### src/afo_pkg.sv
// shared constants, register map and state encoding of the output formatter
`default_nettype none
package afo_pkg;
  localparam int         AXI_AW      = 4;     // register address width
  localparam logic [3:0] REG_CTRL    = 4'h0;  // control register byte address
  localparam logic [3:0] REG_STAT    = 4'h4;  // status register byte address
  localparam int         CTRL_W      = 8;     // implemented control bits
  localparam logic [7:0] CTRL_RST    = 8'h00; // lvds, offset binary, register mode
  localparam int         CTRL_STD    = 0;     // output_standard_select, 1 = cmos
  localparam int         CTRL_CODE   = 1;     // sample_coding_select, 1 = twos
  localparam int         CTRL_PINCFG = 2;     // 1 = take modes from the pins
  localparam int         CTRL_PM_LSB = 4;     // power_mode_field position
  localparam int         PM_W        = 4;     // power_mode_field width
  localparam logic [3:0] PM_MUX      = 4'hF;  // multiplexed output code
  localparam int         STAT_W      = 8;     // implemented status bits
  localparam int         FSP_STD     = 0;     // format_select_pin bit for standard
  localparam int         FSP_CODE    = 1;     // format_select_pin bit for coding
  localparam logic [1:0] RESP_OKAY   = 2'h0;  // axi okay
  localparam logic [1:0] RESP_DECERR = 2'h3;  // axi decode error
  localparam int         SLOT_CYC    = 2;     // aclk cycles per output half period
  localparam int         SLOT_W      = 2;     // slot counter width
  localparam int         FIFO_DEPTH  = 8;     // sample pairs buffered

  // output sequencer states
  typedef enum logic [2:0] {
    ST_IDLE     = 3'b000,
    ST_DDR_RISE = 3'b001,
    ST_DDR_FALL = 3'b010,
    ST_CM_LOW   = 3'b011,
    ST_CM_HIGH  = 3'b100,
    ST_MX_LOW   = 3'b101,
    ST_MX_HIGH  = 3'b110
  } afo_state_t;
endpackage
`default_nettype wire

### src/afo_stream_if.sv
// valid/ready stream carrying sample pairs between formatter and fifo
`timescale 1ns/1ps
`default_nettype none
interface afo_stream_if #(parameter int W = 28);
  logic [W-1:0] data;  // payload
  logic         valid; // source offers data
  logic         ready; // sink accepts data
  modport src (output data, output valid, input ready);
  modport snk (input data, input valid, output ready);
endinterface
`default_nettype wire

### src/afo_fifo.sv
// sample pair fifo with a registered read stage
`timescale 1ns/1ps
`default_nettype none
module afo_fifo #(
  parameter int W     = 28,
  parameter int DEPTH = 8
) (
  input wire logic    aclk,
  input wire logic    aresetn,
  afo_stream_if.snk   wr,
  afo_stream_if.src   rd
);
  localparam int AW = $clog2(DEPTH);

  logic [W-1:0] mem [DEPTH]; // storage
  logic [AW-1:0] wp;         // write pointer
  logic [AW-1:0] rp;         // read pointer
  logic [AW:0]   cnt;        // words held in storage

  // honest full: refuse when storage is full
  assign wr.ready = (cnt != (AW+1)'(DEPTH));
  wire push = wr.valid & wr.ready;
  // refill the read register when it is free or being taken
  wire load = (cnt != '0) & (~rd.valid | rd.ready);

  // storage write, no reset needed
  always_ff @(posedge aclk) begin
    if (push) begin
      mem[wp] <= wr.data;
    end
  end

  // pointers, count and read register
  always_ff @(posedge aclk) begin
    if (!aresetn) begin
      wp       <= '0;
      rp       <= '0;
      cnt      <= '0;
      rd.valid <= 1'h0;
      rd.data  <= '0;
    end else begin
      if (push) wp <= wp + 1'h1;
      if (load) begin
        rp      <= rp + 1'h1;
        rd.data <= mem[rp];
      end
      cnt <= cnt + (AW+1)'(push) - (AW+1)'(load);
      if (load) rd.valid <= 1'h1;
      else if (rd.ready) rd.valid <= 1'h0;
    end
  end
endmodule
`default_nettype wire

### src/afo_coder.sv
// per-channel saturation and output coding of one sample
`timescale 1ns/1ps
`default_nettype none
module afo_coder #(
  parameter int DATA_W = 14
) (
  input  wire logic [DATA_W-1:0] raw,
  input  wire logic              ovr_pos,
  input  wire logic              ovr_neg,
  input  wire logic              twos,
  output logic      [DATA_W-1:0] code
);
  // overdrive forces full scale in offset binary first
  wire [DATA_W-1:0] sat = ovr_pos ? {DATA_W{1'h1}} : ovr_neg ? '0 : raw; // RQ16 RQ17
  // twos complement is offset binary with msb flipped
  assign code = {sat[DATA_W-1] ^ twos, sat[DATA_W-2:0]}; // RQ15 RQ19
endmodule
`default_nettype wire

### src/afo_formatter.sv
// dual channel output formatter: coding, buffering, ddr lvds or cmos drive
`timescale 1ns/1ps
`default_nettype none
// Operation
// RQ1 - each channel word delivered with aligned clock
// RQ2 - pick lvds or cmos from register/pin
// RQ3 - lvds carries two bits per pair
// RQ4 - even bits on rise, odd on fall
// RQ5 - receiver samples both ddr clock edges
// RQ6 - cmos one pin per bit, per cycle
// RQ7 - cmos only up to 210 msps
// RQ8 - below 150 msps latch on cmos clock
// RQ9 - above 150 msps use delayed sample clock
// RQ10 - mux mode: a bus carries, b floats
// RQ11 - mux mode sends two samples per period
// RQ12 - mux mode only with cmos standard
// RQ13 - mux mode only below 65 msps
// RQ14 - mux selected by register or pins
// RQ15 - coding twos or offset binary selectable
// RQ16 - positive overdrive gives positive full scale
// RQ17 - negative overdrive gives negative full scale
// RQ18 - mux when field 1111 or pins high
// RQ19 - twos equals offset binary msb inverted
module afo_formatter
  import afo_pkg::*;
#(
  parameter int DATA_W = 14,
  parameter int DEPTH  = FIFO_DEPTH
) (
  input  wire logic                aclk,
  input  wire logic                aresetn,
  input  wire logic [AXI_AW-1:0]   s_axi_awaddr,
  input  wire logic                s_axi_awvalid,
  output logic                     s_axi_awready,
  input  wire logic [31:0]         s_axi_wdata,
  input  wire logic [3:0]          s_axi_wstrb,
  input  wire logic                s_axi_wvalid,
  output logic                     s_axi_wready,
  output logic [1:0]               s_axi_bresp,
  output logic                     s_axi_bvalid,
  input  wire logic                s_axi_bready,
  input  wire logic [AXI_AW-1:0]   s_axi_araddr,
  input  wire logic                s_axi_arvalid,
  output logic                     s_axi_arready,
  output logic [31:0]              s_axi_rdata,
  output logic [1:0]               s_axi_rresp,
  output logic                     s_axi_rvalid,
  input  wire logic                s_axi_rready,
  input  wire logic                sample_clock,
  input  wire logic [DATA_W-1:0]   raw_a,
  input  wire logic [DATA_W-1:0]   raw_b,
  input  wire logic [1:0]          ovr_pos,
  input  wire logic [1:0]          ovr_neg,
  input  wire logic [1:0]          format_select_pin,
  input  wire logic [2:0]          mode_control_pins,
  output logic                     ddr_output_clock,
  output logic [DATA_W/2-1:0]      lvds_a,
  output logic [DATA_W/2-1:0]      lvds_b,
  output logic                     cmos_output_clock,
  output logic [DATA_W-1:0]        channel_a_bus,
  output logic [DATA_W-1:0]        channel_b_bus,
  output logic                     channel_b_bus_oe
);
  localparam int PAIRS = DATA_W / 2;  // differential pairs per channel
  localparam int SW    = 2*DATA_W + 10; // synchronised pin bits
  localparam int PW    = 2*DATA_W;    // sample pair width

  // pick even or odd bits of a word for the lvds pairs
  function automatic logic [PAIRS-1:0] pick_bits(input logic [DATA_W-1:0] w, input logic odd);
    logic [PAIRS-1:0] r;
    r = '0;
    for (int i = 0; i < PAIRS; i++) r[i] = w[2*i + int'(odd)];
    return r;
  endfunction

  // ---- pin synchroniser ----
  logic [SW-1:0] pin_s1;    // first stage, read only by second
  logic [SW-1:0] pin_s2;    // second stage, safe to use
  logic          sclk_d;    // delayed sampling clock for edge find

  // two flops on every pin
  always_ff @(posedge aclk) begin
    if (!aresetn) begin
      pin_s1 <= '0;
      pin_s2 <= '0;
      sclk_d <= 1'h0;
    end else begin
      pin_s1 <= {sample_clock, ovr_neg, ovr_pos, raw_b, raw_a, format_select_pin, mode_control_pins};
      pin_s2 <= pin_s1;
      sclk_d <= pin_s2[SW-1];
    end
  end

  // unpack synchronised pins
  wire [2:0]        mcp_s   = pin_s2[2:0];
  wire [1:0]        fsp_s   = pin_s2[4:3];
  wire [DATA_W-1:0] raw_a_s = pin_s2[5 +: DATA_W];
  wire [DATA_W-1:0] raw_b_s = pin_s2[5+DATA_W +: DATA_W];
  wire [1:0]        ovp_s   = pin_s2[5+PW +: 2];
  wire [1:0]        ovn_s   = pin_s2[7+PW +: 2];
  wire              samp_edge = pin_s2[SW-1] & ~sclk_d; // new sample available

  // ---- control register and mode resolution ----
  logic [CTRL_W-1:0] ctrl;      // software control bits
  logic              ovr_flag;  // sticky fifo overrun
  wire              ctl_std = ctrl[CTRL_STD];
  wire              ctl_code = ctrl[CTRL_CODE];
  wire              pin_cfg = ctrl[CTRL_PINCFG];
  wire [PM_W-1:0]   ctl_pm = ctrl[CTRL_PM_LSB +: PM_W];
  // standard and coding from register or pin
  wire eff_cmos = pin_cfg ? fsp_s[FSP_STD] : ctl_std;   // RQ2
  wire eff_twos = pin_cfg ? fsp_s[FSP_CODE] : ctl_code; // RQ15
  // mux request from field or all control pins high
  wire mux_req = pin_cfg ? (&mcp_s) : (ctl_pm == PM_MUX); // RQ14 RQ18
  // mux only honoured in cmos
  wire eff_mux = mux_req & eff_cmos; // RQ12

  // ---- coding of both channels ----
  logic [DATA_W-1:0] raw_s  [2]; // channel raw codes
  logic [DATA_W-1:0] code_s [2]; // coded channel words
  assign raw_s[0] = raw_a_s;
  assign raw_s[1] = raw_b_s;

  generate
    for (genvar ch = 0; ch < 2; ch++) begin : g_ch
      afo_coder #(.DATA_W(DATA_W)) u_coder (
        .raw     (raw_s[ch]),
        .ovr_pos (ovp_s[ch]),
        .ovr_neg (ovn_s[ch]),
        .twos    (eff_twos),
        .code    (code_s[ch])
      );
    end
  endgenerate

  // ---- capture into fifo ----
  afo_stream_if #(.W(PW)) in_if ();  // capture to fifo
  afo_stream_if #(.W(PW)) out_if (); // fifo to sequencer
  logic          cap_valid; // one-cycle offer per sample
  logic [PW-1:0] cap_data;  // {channel b, channel a}
  assign in_if.valid = cap_valid;
  assign in_if.data  = cap_data;

  // latch coded pair at each sampling edge
  always_ff @(posedge aclk) begin
    if (!aresetn) begin
      cap_valid <= 1'h0;
      cap_data  <= '0;
    end else begin
      cap_valid <= samp_edge;
      if (samp_edge) cap_data <= {code_s[1], code_s[0]};
    end
  end

  afo_fifo #(.W(PW), .DEPTH(DEPTH)) u_fifo (
    .aclk    (aclk),
    .aresetn (aresetn),
    .wr      (in_if),
    .rd      (out_if)
  );

  // ---- output sequencer ----
  afo_state_t        state;      // current slot
  afo_state_t        next_state; // slot after this edge
  logic [SLOT_W-1:0] slot_cnt;   // cycles spent in slot
  logic [DATA_W-1:0] word_a;     // channel a word on the wires
  logic [DATA_W-1:0] word_b;     // channel b word on the wires
  logic              cur_cmos;   // standard of word in flight
  logic              cur_mux;    // mux mode of word in flight

  wire slot_done = (slot_cnt == SLOT_W'(SLOT_CYC - 1));
  // last slot of a word, a new word may start
  wire last_slot = (state == ST_DDR_FALL) | (state == ST_MX_HIGH) | ((state == ST_CM_HIGH) & ~cur_mux);
  wire word_end  = (state == ST_IDLE) | (slot_done & last_slot);
  wire pop       = out_if.valid & word_end;
  assign out_if.ready = pop;
  wire afo_state_t start_st = eff_cmos ? ST_CM_LOW : ST_DDR_RISE;
  // values the wires take after this edge
  wire [DATA_W-1:0] nw_a   = pop ? out_if.data[DATA_W-1:0] : word_a;
  wire [DATA_W-1:0] nw_b   = pop ? out_if.data[PW-1:DATA_W] : word_b;
  wire              nw_mux = pop ? eff_mux : cur_mux;

  // slot sequencing
  always_comb begin
    next_state = state;
    case (state)
      ST_IDLE: begin
        if (out_if.valid) next_state = start_st;
      end
      ST_DDR_RISE: begin
        if (slot_done) next_state = ST_DDR_FALL; // RQ3
      end
      ST_CM_LOW: begin
        if (slot_done) next_state = ST_CM_HIGH;
      end
      ST_CM_HIGH: begin
        if (slot_done && cur_mux) next_state = ST_MX_LOW; // RQ11
        else if (slot_done) next_state = out_if.valid ? start_st : ST_IDLE;
      end
      ST_MX_LOW: begin
        if (slot_done) next_state = ST_MX_HIGH;
      end
      ST_DDR_FALL, ST_MX_HIGH: begin
        if (slot_done) next_state = out_if.valid ? start_st : ST_IDLE;
      end
      default: begin
        next_state = ST_IDLE;
      end
    endcase
  end

  // decoded output values for the next slot
  wire in_ddr_r = (next_state == ST_DDR_RISE);
  wire in_ddr_f = (next_state == ST_DDR_FALL);
  wire in_cm    = (next_state == ST_CM_LOW) | (next_state == ST_CM_HIGH);
  wire in_mx    = (next_state == ST_MX_LOW) | (next_state == ST_MX_HIGH);
  wire next_cmos_clk = (next_state == ST_CM_HIGH) | (next_state == ST_MX_HIGH);
  // even bits with rising clock, odd with falling
  wire [PAIRS-1:0] next_lvds_a = in_ddr_r ? pick_bits(nw_a, 1'h0) : in_ddr_f ? pick_bits(nw_a, 1'h1) : '0; // RQ4
  wire [PAIRS-1:0] next_lvds_b = in_ddr_r ? pick_bits(nw_b, 1'h0) : in_ddr_f ? pick_bits(nw_b, 1'h1) : '0; // RQ4
  // a bus carries a, then b in mux mode
  wire [DATA_W-1:0] next_bus_a = in_cm ? nw_a : in_mx ? nw_b : '0; // RQ6 RQ11
  wire              next_b_oe  = in_cm & ~nw_mux; // RQ10
  wire [DATA_W-1:0] next_bus_b = next_b_oe ? nw_b : '0;

  // state, slot counter and word hold
  always_ff @(posedge aclk) begin
    if (!aresetn) begin
      state    <= ST_IDLE;
      slot_cnt <= '0;
      word_a   <= '0;
      word_b   <= '0;
      cur_cmos <= 1'h0;
      cur_mux  <= 1'h0;
    end else begin
      state    <= next_state;
      slot_cnt <= (next_state != state || state == ST_IDLE) ? '0 : slot_cnt + 1'h1;
      if (pop) begin
        word_a   <= nw_a;
        word_b   <= nw_b;
        cur_cmos <= eff_cmos; // RQ2
        cur_mux  <= eff_mux;  // RQ12
      end
    end
  end

  // registered pin drivers, clock aligned with data
  always_ff @(posedge aclk) begin
    if (!aresetn) begin
      ddr_output_clock  <= 1'h0;
      lvds_a            <= '0;
      lvds_b            <= '0;
      cmos_output_clock <= 1'h0;
      channel_a_bus     <= '0;
      channel_b_bus     <= '0;
      channel_b_bus_oe  <= 1'h0;
    end else begin
      ddr_output_clock  <= in_ddr_r;    // RQ1 RQ5
      lvds_a            <= next_lvds_a; // RQ3
      lvds_b            <= next_lvds_b;
      cmos_output_clock <= next_cmos_clk; // RQ1 RQ8
      channel_a_bus     <= next_bus_a;
      channel_b_bus     <= next_bus_b;
      channel_b_bus_oe  <= next_b_oe; // RQ10
    end
  end

  // ---- axi4-lite slave ----
  logic [AXI_AW-1:0] aw_addr_q; // held write address
  logic [31:0]       w_data_q;  // held write data
  logic [3:0]        w_strb_q;  // held byte enables
  wire do_wr   = ~s_axi_awready & ~s_axi_wready & ~s_axi_bvalid;
  wire wr_ctrl = (aw_addr_q == REG_CTRL);
  wire wr_stat = (aw_addr_q == REG_STAT);
  wire ar_ctrl = (s_axi_araddr == REG_CTRL);
  wire ar_stat = (s_axi_araddr == REG_STAT);
  wire [STAT_W-1:0] stat_word = {1'h0, state, channel_b_bus_oe, cur_mux, cur_cmos, ovr_flag};
  wire [31:0] rd_word = ar_ctrl ? 32'(ctrl) : ar_stat ? 32'(stat_word) : 32'h0;
  wire ovr_set = cap_valid & ~in_if.ready; // sample dropped on full fifo
  wire ovr_clr = do_wr & wr_stat & w_strb_q[0] & w_data_q[0];

  // write channels taken independently, answered once both are in
  always_ff @(posedge aclk) begin
    if (!aresetn) begin
      s_axi_awready <= 1'h1;
      s_axi_wready  <= 1'h1;
      s_axi_bvalid  <= 1'h0;
      s_axi_bresp   <= RESP_OKAY;
      aw_addr_q     <= '0;
      w_data_q      <= '0;
      w_strb_q      <= '0;
    end else begin
      if (s_axi_awvalid && s_axi_awready) begin
        aw_addr_q     <= s_axi_awaddr;
        s_axi_awready <= 1'h0;
      end
      if (s_axi_wvalid && s_axi_wready) begin
        w_data_q     <= s_axi_wdata;
        w_strb_q     <= s_axi_wstrb;
        s_axi_wready <= 1'h0;
      end
      if (do_wr) begin
        s_axi_bvalid <= 1'h1;
        s_axi_bresp  <= (wr_ctrl || wr_stat) ? RESP_OKAY : RESP_DECERR;
      end
      if (s_axi_bvalid && s_axi_bready) begin
        s_axi_bvalid  <= 1'h0;
        s_axi_awready <= 1'h1;
        s_axi_wready  <= 1'h1;
      end
    end
  end

  // control store and sticky overrun, set wins over clear
  always_ff @(posedge aclk) begin
    if (!aresetn) begin
      ctrl     <= CTRL_RST;
      ovr_flag <= 1'h0;
    end else begin
      if (do_wr && wr_ctrl && w_strb_q[0]) ctrl <= w_data_q[CTRL_W-1:0];
      ovr_flag <= ovr_set | (ovr_flag & ~ovr_clr);
    end
  end

  // read channel, one read in flight
  always_ff @(posedge aclk) begin
    if (!aresetn) begin
      s_axi_arready <= 1'h1;
      s_axi_rvalid  <= 1'h0;
      s_axi_rdata   <= 32'h0;
      s_axi_rresp   <= RESP_OKAY;
    end else if (s_axi_arvalid && s_axi_arready) begin
      s_axi_arready <= 1'h0;
      s_axi_rvalid  <= 1'h1;
      s_axi_rdata   <= rd_word;
      s_axi_rresp   <= (ar_ctrl || ar_stat) ? RESP_OKAY : RESP_DECERR;
    end else if (s_axi_rvalid && s_axi_rready) begin
      s_axi_rvalid  <= 1'h0;
      s_axi_arready <= 1'h1;
    end
  end
endmodule
`default_nettype wire

### config.mk
export PLATFORM = sky130hd
export DESIGN_NAME = afo_formatter
export DESIGN_NICKNAME = d
export VERILOG_FILES = /design/src/afo_pkg.sv /design/src/afo_stream_if.sv /design/src/afo_fifo.sv /design/src/afo_coder.sv /design/src/afo_formatter.sv
export SDC_FILE = /design/constraint.sdc
export NUM_CORES = 1
export LEC_CHECK = 0
export BUFFER_PORTS_ARGS = -buffer_cell sky130_fd_sc_hd__buf_2
export CAP_MARGIN = 20
export CORE_MARGIN = 3
export CORE_UTILIZATION = 55
export DETAILED_ROUTE_END_ITERATION = 10
export PLACE_DENSITY = 0.87
export SYNTH_ARGS = -nofsm -noshare
export SYNTH_HDL_FRONTEND = slang
export SYNTH_SLANG_ARGS = --single-unit
### constraint.sdc
create_clock -name aclk -period 5.51 [get_ports aclk]
set_clock_uncertainty 0.1 [all_clocks]
set_input_delay 0.551 -clock aclk [delete_from_list [all_inputs] [get_ports aclk]]
set_output_delay 0.551 -clock aclk [all_outputs]
set_load 0.005 [all_outputs]
After elaboration in Yosys (flattened, before gate mapping) --
Memories as Yosys holds them, arrays and structs flattened. A register that Yosys moved wholly into a read port is not among the register bits. Index checks and enable logic that the tools add are counted.
Word-level totals: word-level logic and storage cells 154, register bits 260, RAM bits 224, memories kept 1, bits of input ports 89, output and inout port bits 86
Memories:
- u_fifo.mem | words 8, bits a word 28, read ports 1, clocked after memory_dff 1, write ports 1, RTL line afo_fifo.sv:15 | logic [W-1:0] mem [DEPTH];
Cells by class: multiplexer cells 37, equal/unequal tests 18, reduce and logical (&&, ||, !) cells 23, add/subtract/negate cells 5, bitwise operators 35
Operators by type and width (number):
- 2-to-1 mux 14 bit | 8
- 2-to-1 mux 7 bit | 5
- == test 3 bit, second input constant | 6
- 2-to-1 mux 3 bit | 6
- one-hot mux 3 bit (6 select lines) | 1
- AND 1 bit | 15
- == test 3 x 2 -> 1 bit, second input constant | 4
- 2-to-1 mux 1 bit | 12
- inverter 1 bit | 10
- == test 4 x 3 -> 1 bit, second input constant | 2
- logical AND 1 bit | 8
- logical NOT 4 bit | 2
- 2-to-1 mux 2 bit | 4
- 2-to-1 mux 8 bit | 1
- bitwise OR 1 bit | 8
- adder 3 x 1 -> 3 bit, second input constant | 2
- == test 3 x 1 -> 1 bit, second input constant | 2
- OR reduction 2 bit | 3
- adder 4 x 1 -> 4 bit | 1
- == test 4 bit, second input constant | 1
- != test 4 bit, second input constant | 1
- nonzero test 2 bit | 2
- nonzero test 4 bit | 1
- subtractor 4 x 1 -> 4 bit | 1
- other kinds (9) | 12

Longest topological paths before layout --
Gate-level depths: netlist of run 1.
depth after elaboration 10, mapped depth 15, gate-level depth less buffers 12

Modules after synthesis --
A second synthesis of run 1 with hierarchy kept.
Unflattened totals: cell total of the unflattened synthesis 1419, area total of the unflattened synthesis 18049.8 µm²
By module, submodules not included:
- afo_fifo | cells each 553, seq. area each 7507.2 µm², area an instance 9919.5 µm², times used 1
- afo_formatter | cells each 830, seq. area each 4464.3 µm², area an instance 7840.0 µm², times used 1
- afo_coder | cells each 18, seq. area each 0.0 µm², area an instance 145.1 µm², times used 2

Worst setup path before layout of run 1 --
OpenSTA, ideal clock, no wires.
path type register to register, start reg u_fifo.cnt[2], end mem u_fifo.mem[1][0], enable pin, clock period less this slack 3.568 ns, cell stages (with the launch flop) 6, slack 1.942 ns, library setup time 0.448 ns, required time 4.962 ns, buffers on the path 0, arrival time 3.020 ns, path through dfxtp_1 -> inv_1 -> ha_1 -> a21boi_1 -> nand2_1 -> nor3_1
On the way: longest elaborated chain between the ends 4
RTL lines:
- start: declaration | RTL line afo_fifo.sv:18 | logic [AW:0] cnt;
- start signal: assignment | RTL line afo_fifo.sv:47 | cnt <= cnt + (AW+1)'(push) - (AW+1)'(load);
- != test 4 bit | RTL line afo_fifo.sv:21 | assign wr.ready = (cnt != (AW+1)'(DEPTH));
- AND 1 bit | RTL line afo_fifo.sv:22 | wire push = wr.valid & wr.ready;
- via u_fifo.push | RTL line afo_fifo.sv:22
- 2-to-1 mux 1 bit | RTL line afo_fifo.sv:28 | if (push) begin
- 2-to-1 mux 1 bit (not written as such) | RTL line afo_fifo.sv:29 | mem[wp] <= wr.data;
- end: declaration | RTL line afo_fifo.sv:15
The timed path passes the listed nets, and every way through them passes these cells.

Worst setup path in the final report of run 1 --
start reg slot_cnt[0], end reg u_fifo.cnt[3]
On the way: longest elaborated chain between the ends 7
RTL lines:
- start: declaration | RTL line afo_formatter.sv:165 | logic [SLOT_W-1:0] slot_cnt;
- start signal: assignment | RTL line afo_formatter.sv:237 | slot_cnt <= (next_state != state || state == ST_IDLE) ? '0 : slot_cnt + 1'h1;
- == test 2 x 1 -> 1 bit | RTL line afo_formatter.sv:171 | wire slot_done = (slot_cnt == SLOT_W'(SLOT_CYC - 1));
- AND 1 bit | RTL line afo_formatter.sv:174 | wire word_end = (state == ST_IDLE) | (slot_done & last_slot);
- bitwise OR 1 bit | RTL line afo_formatter.sv:174
- AND 1 bit | RTL line afo_formatter.sv:175 | wire pop = out_if.valid & word_end;
- bitwise OR 1 bit | RTL line afo_fifo.sv:24 | wire load = (cnt != '0) & (~rd.valid | rd.ready);
- AND 1 bit | RTL line afo_fifo.sv:24
- subtractor 4 x 1 -> 4 bit | RTL line afo_fifo.sv:47
No other way between the ends. A chain may end at the register's enable or synchronous reset.

==> qor.csv, run 1 <==
stage,metric,value,unit
timing,achievable-frequency,0.311,GHz
routing,wl,36.6,mm
setup_path,cp.required,5.83,ns
cts,clkLatencyLatePin,0.55,ns
timing,fin_setup_tns,0,ns
final_layout,post-route-util,0.628,
final_layout,areaGrowthSynthToFinish,12.0,%
cts,cts_made_buffers,44,
logic_synthesis,synth-seq-cells,486,
pwr,ir_drop,0.000268,V
place,place.gp.congestion,0.811,
timing,finalCritPeriodShare,0.584,
floorplanning,initial_utilization,0.560,
timing,hold_violations,0,
timing,layout_setup_ws,2.29,ns
final_layout,layout-drive-gt1-share,0.201,
place,portBuffers,123,
global_routing,grt_usage,0.215,
pwr,cellLeakagePower,7.34,nW
routing,dr.pass1.iters,5,
logic_synthesis,yosysWarningCount,0,
final_layout,n_antenna_cell,0,
timing,period_needed,3.22,ns
global_routing,grt_pass1_vias,10600,
timing,relSlewSlack,0.265,
logic_synthesis,async_flop_share,0,
global_routing,antenna_found_initial,0,
setup_path,cpMostUsedCell,ha_1,
final_layout,final_nets,1488,
global_routing,grt_pass1_wl,57.8,mm
place,dpl.hpwl,21.6,mm
cts,cts_max_level,2,
floorplanning,num_rows,65,
floorplanning,boundaryPins,175,
cts,cts_hold_buf,0,
timing,setup_violations,0,
routing,vias,10500,
final_layout,multi_input_area,5260,um2
flow_run,maxCapViolCount,0,
place,place_ws,2.33,ns
setup_path,crit_fanout,61,
logic_synthesis,netlist_area,17800,um2
setup_path,slowest_stage,ha_1,
logic_synthesis,synth_edf_count,224,
timing,rsz0062_at_grt,no,
setup_path,worstPathArrival,3.53,ns
setup_path,critPathKind,flip-flop to flip-flop,
floorplanning,die-area,34500,um2
setup_path,crit_buf_inv,2,
cts,clockRootBuffer,clkbuf_16,
logic_synthesis,ys_types,58,
run_status,status,finished clean,
logic_synthesis,synth.avg_cell_area,13.7,um2
floorplanning,die_w,186,um
cts,cts_resized,0,
timing,drv_slew,0,
global_routing,grt_max_degree,99,
final_layout,nFillCells,2216,
hold_path,hold_class,input port to flip-flop,
final_layout,regArea,12000,um2
cts,clk_pin_slew,0.06,ns
setup_path,path_cells,ha_1 -> and2b_1 -> a21oi_1 -> a22oi_2 -> buf_4 -> ha_1 -> inv_1 -> ha_1 -> a21o_1 -> a21oi_1 -> xnor2_1 -> nor2_1,
floorplanning,fp.dieH,186,um
cts,cts_tree,built,
timing,tightest_slew,1.10,ns
routing,viasPerCell,5.75,
cts,post_cts_buffers,0,
setup_path,critPathMaxStageDelay,0.54,ns
cts,cts_buffer_depth,3,
logic_synthesis,synthFlopType,dfxtp_1,
setup_path,start_kind,flip-flop,
routing,ant_nets,0,
routing,wl_per_cell,20.0,um
cts,clkSinkCount,486,
logic_synthesis,syn-instance-count,1296,
routing,drt_first_iter_violations,718,
floorplanning,core_area,31700,um2
pwr,power_density,438,nW/um2
logic_synthesis,yosysSeqAreaShare,0.674,
global_routing,overflow,0,
setup_path,cp_top_family,adder cells,
setup_path,endpoint_kind,flip-flop,
routing,remaining_drc_errors,0,
## synth_stat cells, types with 3 or more instances
master,n,area [um2]
o32ai_1,6,52.6
buf_4,28,210
nand3b_1,3,22.5
o21ai_1,8,40.0
clkbuf_1,56,210
nor2_1,93,349
a21oi_1,89,445
nand2_1,28,105
nand2b_1,7,43.8
a21boi_1,4,30.0
and3_1,7,43.8
buf_6,3,33.8
nand3_1,23,115
nor4_1,7,43.8
buf_1,4,15.0
mux2i_1,62,621
a21o_1,9,67.6
o21ai_0,45,225
mux4_2,56,1260
inv_1,31,116
ha_1,9,113
and2_1,90,563
xnor2_1,6,52.6
o22ai_1,15,93.8
buf_2,20,100
a211oi_1,32,240
o32ai_2,8,130
dfxtp_1,262,5250
a21boi_0,4,30.0
nor2b_1,8,50.1
edfxtp_1,224,6730
nor3_1,20,100
## worst paths after layout
path / startpoint / cells past startpoint / to / slack (ns)
worst max-delay path: slot_cnt[0] / 12 / u_fifo.cnt[3] / 2.29
worst min-delay path: raw_b[4] / 2 / pin_s1[23] / 0.11
worst max register to register: slot_cnt[0] / 12 / u_fifo.cnt[3] / 2.29
worst min register to register: pin_s1[5] / 1 / pin_s2[5] / 0.33
## cells by family (layout without fill, tap and decap cells)
logic type / count (synthesis) / count (layout) / synth area share
flops: 486 / 486 / 0.674
simple gates: 298 / 298 / 0.0862
compound gates: 231 / 231 / 0.0829
buf+inv: 142 / 248 / 0.0386
mux: 120 / 120 / 0.107
fa+ha+maj: 10 / 10 / 0.00746
xor+xnor: 8 / 8 / 0.00394
other cells: 1 / 24 / 0.000211
## layout by cell type (no fill, tap or decap), drive strengths merged, types with 24 or more instances in the layout
master	n
conb	24
buf	135
edfxtp	224
and2	90
nand2	29
inv	35
mux4	56
a211oi	32
o21ai	53
dfxtp	262
a21oi	89
clkbuf	62
nor2	94
mux2i	63
## metal layers
layer,track usage,wire (um)
met2,0.367,18300
met3,0.0393,2320
met1,0.268,14500
met4,0.0977,1510
met5,0,0
## sequential cells by signal (all words and copies together) (netlist names), 2 cells and up
signal	flops
ctrl	8
lvds_a	7
pin_s2	38
state	3
s_axi_rdata	8
u_fifo.wp	3
u_fifo.cnt	4
word_b	14
pin_s1	38
word_a	14
aw_addr_q	4
channel_b_bus	14
u_fifo.rp	3
slot_cnt	2
u_fifo.mem	224
w_data_q	8
lvds_b	7
channel_a_bus	14
u_fifo.rd.data	28
cap_data	28
## area by class of cell
cell class,count,share of cell area
clock buffer,62,0.0624
clock inverter,20,0.00522
inverter,31,0.00591
multi-input combinational,691,0.264
sequential,486,0.602
tap,402,0.0253
timing repair buffer,135,0.0354
## where the power goes
group / internal [mW] / switching (mW)
logic: 0.717 / 0.850
clock network: 1.58 / 1.27
registers: 4.02 / 0.276
## through the flow
stage | std cells | instance area (um2) | power (mW) | hold WS, ns
5_1_grt | 1827 | 19900 | 9.09 | 0.0937
3_5_place_dp | 1744 | 18600 | 5.90 | 0.318
6_report | 1827 | 19900 | 8.71 | 0.109
3_3_place_gp | 1744 | 18600 | 5.83 | 0.306
2_1_floorplan | 1319 | 17900 | 5.52 | 0.292
4_1_cts | 1826 | 19900 | 8.75 | 0.0903
(Power assumes the default switching activity.)
==> inputs of run 2 (changes only) <==
--- a/config.mk
+++ b/config.mk
@@ -8,9 +8,9 @@
 export BUFFER_PORTS_ARGS = -buffer_cell sky130_fd_sc_hd__buf_2
 export CAP_MARGIN = 20
 export CORE_MARGIN = 3
-export CORE_UTILIZATION = 55
+export CORE_UTILIZATION = 53
 export DETAILED_ROUTE_END_ITERATION = 10
-export PLACE_DENSITY = 0.87
+export PLACE_DENSITY = 0.88
 export SYNTH_ARGS = -nofsm -noshare
 export SYNTH_HDL_FRONTEND = slang
 export SYNTH_SLANG_ARGS = --single-unit
==> constraint.sdc (replaced) <==
create_clock -name aclk -period 2.75 [get_ports aclk]
set_clock_uncertainty 0.1 [all_clocks]
set_input_delay 0.275 -clock aclk [delete_from_list [all_inputs] [get_ports aclk]]
set_output_delay 0.275 -clock aclk [all_outputs]
set_load 0.005 [all_outputs]
==> run 2 against run 1 <==
Compared with the run above: combinational power is 130% higher; clock-buffer cell count rose by 7; final cell count is 7.0% higher; largest cell class unchanged; final area up 5.4%; clock power up 120%; first-iteration DRC count is 44% higher; die area rose by 3.7%; routed wire length is 2.8% higher.
==> qor.csv, run 2 (synthesis gave the netlist of run 1 again) <==
stage,metric,value,unit,change
cts,cts_resized,0,,unchanged
cts,clkSinkCount,486,,unchanged
setup_path,crit_buf_inv,2,,unchanged
flow_run,maxCapViolCount,0,,unchanged
routing,wl_per_cell,19.2,um,-3.9%
place,portBuffers,123,,unchanged
pwr,power_density,864,nW/um2,+97%
routing,drt_first_iter_violations,1036,,+44%
place,placed_area,18900,um2,+1.6%
routing,vias,11000,,+5.0%
pwr,ir_drop,0.000465,V,+73%
timing,hold_violations,0,,unchanged
final_layout,top_regs,"u_fifo.mem: 224 flops, pin_s1: 38 flops, pin_s2: 38 flops",,
cts,cts_buffer_depth,3,,unchanged
final_layout,largest_reg_flops,224,,unchanged
final_layout,n_antenna_cell,0,,unchanged
timing,relSlewSlack,0.528,,+0.263
floorplanning,boundaryPins,175,,unchanged
timing,hold_ws,0.0488,ns,-0.0606 ns
global_routing,grt_max_degree,105,,+6.1%
timing,finalCritPeriodShare,0.940,,+0.357
routing,viasPerCell,5.64,,-1.9%
setup_path,critPathKind,flip-flop to flip-flop,,
final_layout,top_register,u_fifo.mem,,
global_routing,grt_pass1_vias,11100,,+4.1%
final_layout,layout-drive-gt1-share,0.206,,+0.00415
cts,cts_made_buffers,45,,+2.3%
timing,tightest_slew,0.706,ns,-0.394 ns
cts,clk_pin_slew,0.06,ns,about the same
hold_path,hold_class,input port to flip-flop,,
routing,ant_nets,0,,unchanged
routing,dr.pass1.iters,6,,+1
floorplanning,die-area,35800,um2,+3.7%
global_routing,overflow,0,,unchanged
final_layout,design_area,21000,um2,+5.4%
floorplanning,core_area,32800,um2,+3.4%
global_routing,antenna_found_initial,0,,unchanged
cts,clkLatencyLatePin,0.55,ns,about the same
setup_path,worstPathArrival,2.70,ns,-0.83 ns
setup_path,endpoint_kind,flip-flop,,
cts,cts_hold_buf,66,,+66
routing,remaining_drc_errors,0,,unchanged
final_layout,layout_common_cells,"dfxtp_1, edfxtp_1, buf_2",,
floorplanning,initial_utilization,0.542,,-0.0182
final_layout,post-route-util,0.640,,+0.0125
setup_path,crit_fanout,15,,-75%
place,place.gp.congestion,0.880,,+8.6%
cts,cts_max_level,2,,unchanged
run_status,status,finished clean,,
timing,layout_setup_ws,0.164,ns,-2.13 ns
timing,fin_setup_tns,0,ns,unchanged
floorplanning,fp.dieH,189,um,+1.8%
final_layout,areaGrowthSynthToFinish,18.1,%,
floorplanning,die_w,189,um,+1.8%
timing,drv_slew,0,,unchanged
setup_path,path_cells,inv_1 -> ha_1 -> a21boi_1 -> nand2_1 -> nor3_4 -> buf_4,,
timing,achievable-frequency,0.387,GHz,+24%
setup_path,slowest_stage,a21boi_1,,
global_routing,grt_pass1_wl,59.6,mm,+3.2%
place,place_ws,0.285,ns,-2.04 ns
final_layout,final_common_cell,dfxtp_1,,
setup_path,critPathMaxStageDelay,0.55,ns,about the same
timing,setup_violations,0,,unchanged
setup_path,cp_top_family,simple AND/OR/NAND/NOR gates,,
final_layout,final_nets,1576,,+5.9%
cts,post_cts_buffers,0,,unchanged
pwr,cellLeakagePower,7.77,nW,+5.8%
floorplanning,num_rows,66,,+1.5%
place,dpl.hpwl,22.1,mm,+1.9%
setup_path,cp.required,2.86,ns,-2.97 ns
cts,cts_tree,built,,
timing,period_needed,2.59,ns,-0.630 ns
timing,rsz0062_at_grt,no,,
cts,clockRootBuffer,clkbuf_16,,
routing,wl,37.6,mm,+2.8%
setup_path,start_kind,flip-flop,,
global_routing,grt_usage,0.210,,-0.00462
run 2: cell count changes in the layout (fill, tap and decap cells not counted), sizes merged:
cell	previous run	this run
inv	35	34
buf	135	156
clkbuf	62	69
bufinv	0	2
clkinv	15	8
dlygate4sd3	0	66
run 2: layer usage:
layer	global-route usage	wire, um	vias up
met5	0	0	-
met3	0.0335	2590	94
met4	0.0716	1020	0
li1	-	-	5047
met2	0.367	19100	501
met1	0.268	14900	5389
run 2: worst reg2reg max path: stages (launching register included):
cell	delay [ns]
dfxtp_1	0.31
inv_1	0.08
ha_1	0.23
a21boi_1	0.55
nand2_1	0.39
nor3_4	0.26
buf_4	0.32
run 2: stage by stage:
step	power, mW	cells
2_1_floorplan	11.1	1319
3_3_place_gp	11.8	1806
3_5_place_dp	12.0	1806
4_1_cts	18.1	1955
5_1_grt	18.9	1955
6_report	18.1	1955
run 2: cell type report:
cell class              count  area, um2
clock inverters            14        130
repair buffers            222       1620
inverters                  31        118
multi-input cells         691       5240
flip-flops and latches    486      12000
fillers                  2173      11800
clock buffers              69       1350
well taps                 442        553
run 2: power breakdown:
group	leakage, nW	switching [mW]	internal [mW]
Sequential	4.20	0.355	8.06
Clock	0.733	2.57	3.57
Combinational	2.84	1.97	1.61
run 2: final timing paths:
kind / slack [ns] / startpoint / cells past startpoint / to
worst max-delay path: 0.16 / u_fifo.cnt[2] / 6 / u_fifo.mem[1][18]
worst min-delay path: 0.05 / aresetn / 2 / s_axi_arready
worst max register to register: 0.16 / u_fifo.cnt[2] / 6 / u_fifo.mem[1][18]
worst min register to register: 0.33 / pin_s1[32] / 1 / pin_s2[32]
==> inputs of run 3 (changes only) <==
--- a/config.mk
+++ b/config.mk
@@ -10,7 +10,8 @@
 export CORE_MARGIN = 3
 export CORE_UTILIZATION = 53
 export DETAILED_ROUTE_END_ITERATION = 10
-export PLACE_DENSITY = 0.88
+export PLACE_DENSITY = 0.87
 export SYNTH_ARGS = -nofsm -noshare
 export SYNTH_HDL_FRONTEND = slang
+export SYNTH_HIERARCHICAL = 1
 export SYNTH_SLANG_ARGS = --single-unit
==> run 3 against run 2 <==
Compared with the run above: routed wire length is 6.0% higher; synthesized area is 1.5% higher; worst hold slack worse by 0.025 ns.
==> qor.csv, run 3 <==
stage,metric,value,unit,change
run_status,status,finished clean,,
final_layout,n_antenna_cell,0,,unchanged
timing,hold_violations,0,,unchanged
final_layout,largest_reg_flops,224,,unchanged
timing,finalCritPeriodShare,0.943,,+0.00281
logic_synthesis,yosysWarningCount,6,,+6
routing,remaining_drc_errors,0,,unchanged
cts,cts_made_buffers,44,,-2.2%
final_layout,layout-drive-gt1-share,0.188,,-0.0172
flow_run,maxCapViolCount,0,,unchanged
timing,relSlewSlack,0.528,,about the same
floorplanning,boundaryPins,175,,unchanged
logic_synthesis,yosysSeqAreaShare,0.663,,-0.0103
setup_path,reg2reg_slack,0.16,ns,about the same
routing,wl,39.9,mm,+6.0%
place,portBuffers,123,,unchanged
pwr,cellLeakagePower,8.29,nW,+6.7%
final_layout,final_common_cell,dfxtp_1,,
routing,wl_per_cell,19.2,um,about the same
setup_path,cp.required,3.09,ns,+0.23 ns
floorplanning,die_w,191,um,+0.75%
cts,cts_buffer_depth,3,,unchanged
cts,clk_pin_slew,0.07,ns,about the same
place,dpl.hpwl,23.6,mm,+6.9%
setup_path,setup.worst_path.start,state[1],,
routing,dr.pass1.iters,6,,unchanged
timing,drv_slew,0,,unchanged
global_routing,grt_pass1_vias,11900,,+7.8%
hold_path,hold_depth,3,,+1
floorplanning,initial_utilization,0.546,,+0.00427
cts,post_cts_buffers,0,,unchanged
final_layout,top_register,u_fifo/mem,,
setup_path,reg2reg_from,state[1],,
place,dp.cells,1928,,+6.8%
logic_synthesis,synth_most_common_cell,dfxtp_1,,
global_routing,antenna_found_initial,0,,unchanged
routing,vias,11700,,+5.9%
timing,achievable-frequency,0.386,GHz,-0.30%
setup_path,start_kind,flip-flop,,
timing,period_needed,2.59,ns,+0.00773 ns
logic_synthesis,netlist_top_cells_area,"edfxtp_1, dfxtp_1, mux2i_1",,
floorplanning,core_area,33000,um2,+0.76%
setup_path,worstPathArrival,2.94,ns,+0.24 ns
setup_path,critPathKind,flip-flop to flip-flop,,
routing,ant_nets,0,,unchanged
cts,clkLatencyLatePin,0.54,ns,about the same
floorplanning,fp.dieH,191,um,+0.75%
floorplanning,die-area,36300,um2,+1.5%
logic_synthesis,synth.avg_cell_area,12.7,um2,-7.3%
cts,clockRootBuffer,clkbuf_16,,
hold_path,worstHoldEndpoint,w_data_q[5],,
setup_path,endpoint_kind,flip-flop,,
global_routing,grt_pass1_wl,62.7,mm,+5.3%
final_layout,final_nets,1695,,+7.6%
logic_synthesis,synthFlopType,dfxtp_1,,
logic_synthesis,synth-seq-cells,486,,unchanged
cts,clkSinkCount,486,,unchanged
final_layout,layout.cells.non_filler,2072,,+6.0%
logic_synthesis,async_flop_share,0,,unchanged
setup_path,ff2ff_path_depth,11,,+5
routing,viasPerCell,5.64,,about the same
floorplanning,num_rows,66,,unchanged
timing,rsz0062_at_grt,no,,
place,place.gp.congestion,0.796,,-9.6%
global_routing,grt_max_degree,82,,-22%
logic_synthesis,synth_edf_count,224,,unchanged
logic_synthesis,synth_common_cells,"dfxtp_1, edfxtp_1, a21oi_1",,
final_layout,nFillCells,2228,,+2.5%
logic_synthesis,yosysTopAreaCell,edfxtp_1,,
pwr,total_power,17.7,mW,-2.2%
logic_synthesis,synth_top_area_share,0.373,,-0.00577
logic_synthesis,netlist_area,18000,um2,+1.5%
final_layout,areaGrowthSynthToFinish,17.3,%,
global_routing,overflow,0,,unchanged
timing,tightest_slew,0.706,ns,-0.0000302 ns
logic_synthesis,syn-instance-count,1419,,+9.5%
final_layout,layout_common_cells,"dfxtp_1, edfxtp_1, buf_2",,
routing,drt_first_iter_violations,1074,,+3.7%
pwr,ir_drop,0.000497,V,+6.9%
final_layout,top_regs,"u_fifo/mem: 224 flops, pin_s1: 38 flops, pin_s2: 38 flops",,
cts,cts_tree,built,,
hold_path,worstHoldStart,s_axi_wvalid,,
pwr,power_density,838,nW/um2,-3.0%
timing,setup_violations,0,,unchanged
hold_path,hold_class,input port to flip-flop,,
cts,cts_max_level,2,,unchanged
setup_path,crit_fanout,10,,-5
global_routing,grt_usage,0.219,,+0.00861
logic_synthesis,ys_types,60,,+3.4%
setup_path,r2r-end,u_fifo/cnt[1],,
-- run 3: cell count changes after synthesis, moves of 11 or more --
cell / before / now
a211oi_1: 32 / 0
a21boi_0: 4 / 26
a21o_1: 9 / 21
a21oi_1: 89 / 119
and3_1: 7 / 28
buf_6: 3 / 19
clkbuf_1: 56 / 43
mux2i_1: 62 / 73
mux4_2: 56 / 28
nand2_1: 28 / 87
nor2_1: 93 / 57
o21ai_0: 45 / 58
o22ai_1: 15 / 47
-- run 3: cell families (layout without fill, tap and decap cells) --
group / after synthesis / in the layout / share of synthesized area
other cells: 1 / 24 / 0.000208
simple gates: 334 / 334 / 0.0939
mux: 103 / 103 / 0.0769
fa+ha+maj: 10 / 10 / 0.00735
flops: 486 / 486 / 0.663
xor+xnor: 8 / 8 / 0.00388
buf+inv: 163 / 351 / 0.0493
compound gates: 314 / 314 / 0.105
-- run 3: repair_timing --
| item | in CTS | in global routing |
|---|---|---|
| hold endpoints to repair | 56 | 0 |
| gates resized for setup | 0 | 0 |
| hold buffers | 63 | 0 |
| setup endpoints to repair | 0 | 0 |
-- run 3: critical path: stages (launching register included) --
cell and delay [ns]:
dfxtp_1 0.61, nor2b_4 0.11, o22ai_4 0.14, and2_1 0.18, nand2b_4 0.15, nand2_2 0.06, inv_2 0.07, ha_1 0.22
inv_1 0.06, ha_2 0.19, fa_1 0.43, and2_1 0.17
-- run 3: worst max-delay path by stage --
stage / to / cells past startpoint / slack [ns]
after floorplan: u_fifo/mem[2][0] / 7 / -0.19
after global placement: lvds_a[5] / 6 / 0.26
after detailed placement: lvds_a[3] / 6 / 0.05
after CTS: lvds_a[3] / 6 / 0.05
after global routing: u_fifo/cnt[1] / 11 / 0.02
final: u_fifo/cnt[1] / 11 / 0.16
-- run 3: through the flow --
stage / worst slack, ns / hold slack, ns / util / cell area (um2) / TNS, ns
3_3_place_gp: 0.256 / 0.319 / 0.575 / 19000 / 0
2_1_floorplan: -0.191 / 0.275 / - / 18200 / -16.06
4_1_cts: 0.0488 / 0.00229 / 0.641 / 21200 / 0
6_report: 0.156 / 0.0234 / 0.641 / 21200 / 0
3_5_place_dp: 0.0522 / 0.318 / 0.575 / 19000 / 0
5_1_grt: 0.0232 / 0.0355 / 0.641 / 21200 / 0
-- run 3: routing by layer --
metal  vias to the layer above  track usage  share of wire
met1                      5633        0.269           0.38
met4                         0       0.0965          0.042
met5                         -            0              0
li1                       5380            -              -
met3                       133       0.0373          0.068
met2                       540        0.380           0.51
-- run 3: area by class of cell --
cell class	instances	area, um2	area share
tap	442	553	0.0261
clock inverter	23	305	0.0144
clock buffer	57	1220	0.0577
sequential	486	12000	0.566
timing repair buffer	226	1600	0.0755
multi-input combinational	793	5350	0.253
inverter	45	169	0.00798
-- run 3: report_power, final --
part	total [mW]	leakage, nW	internal [mW]	switching (mW)
sequential	8.19	4.22	7.93	0.259
clock	6.39	0.755	3.80	2.59
combinational	3.15	3.32	1.28	1.87
total	17.7	8.29	13.0	4.72
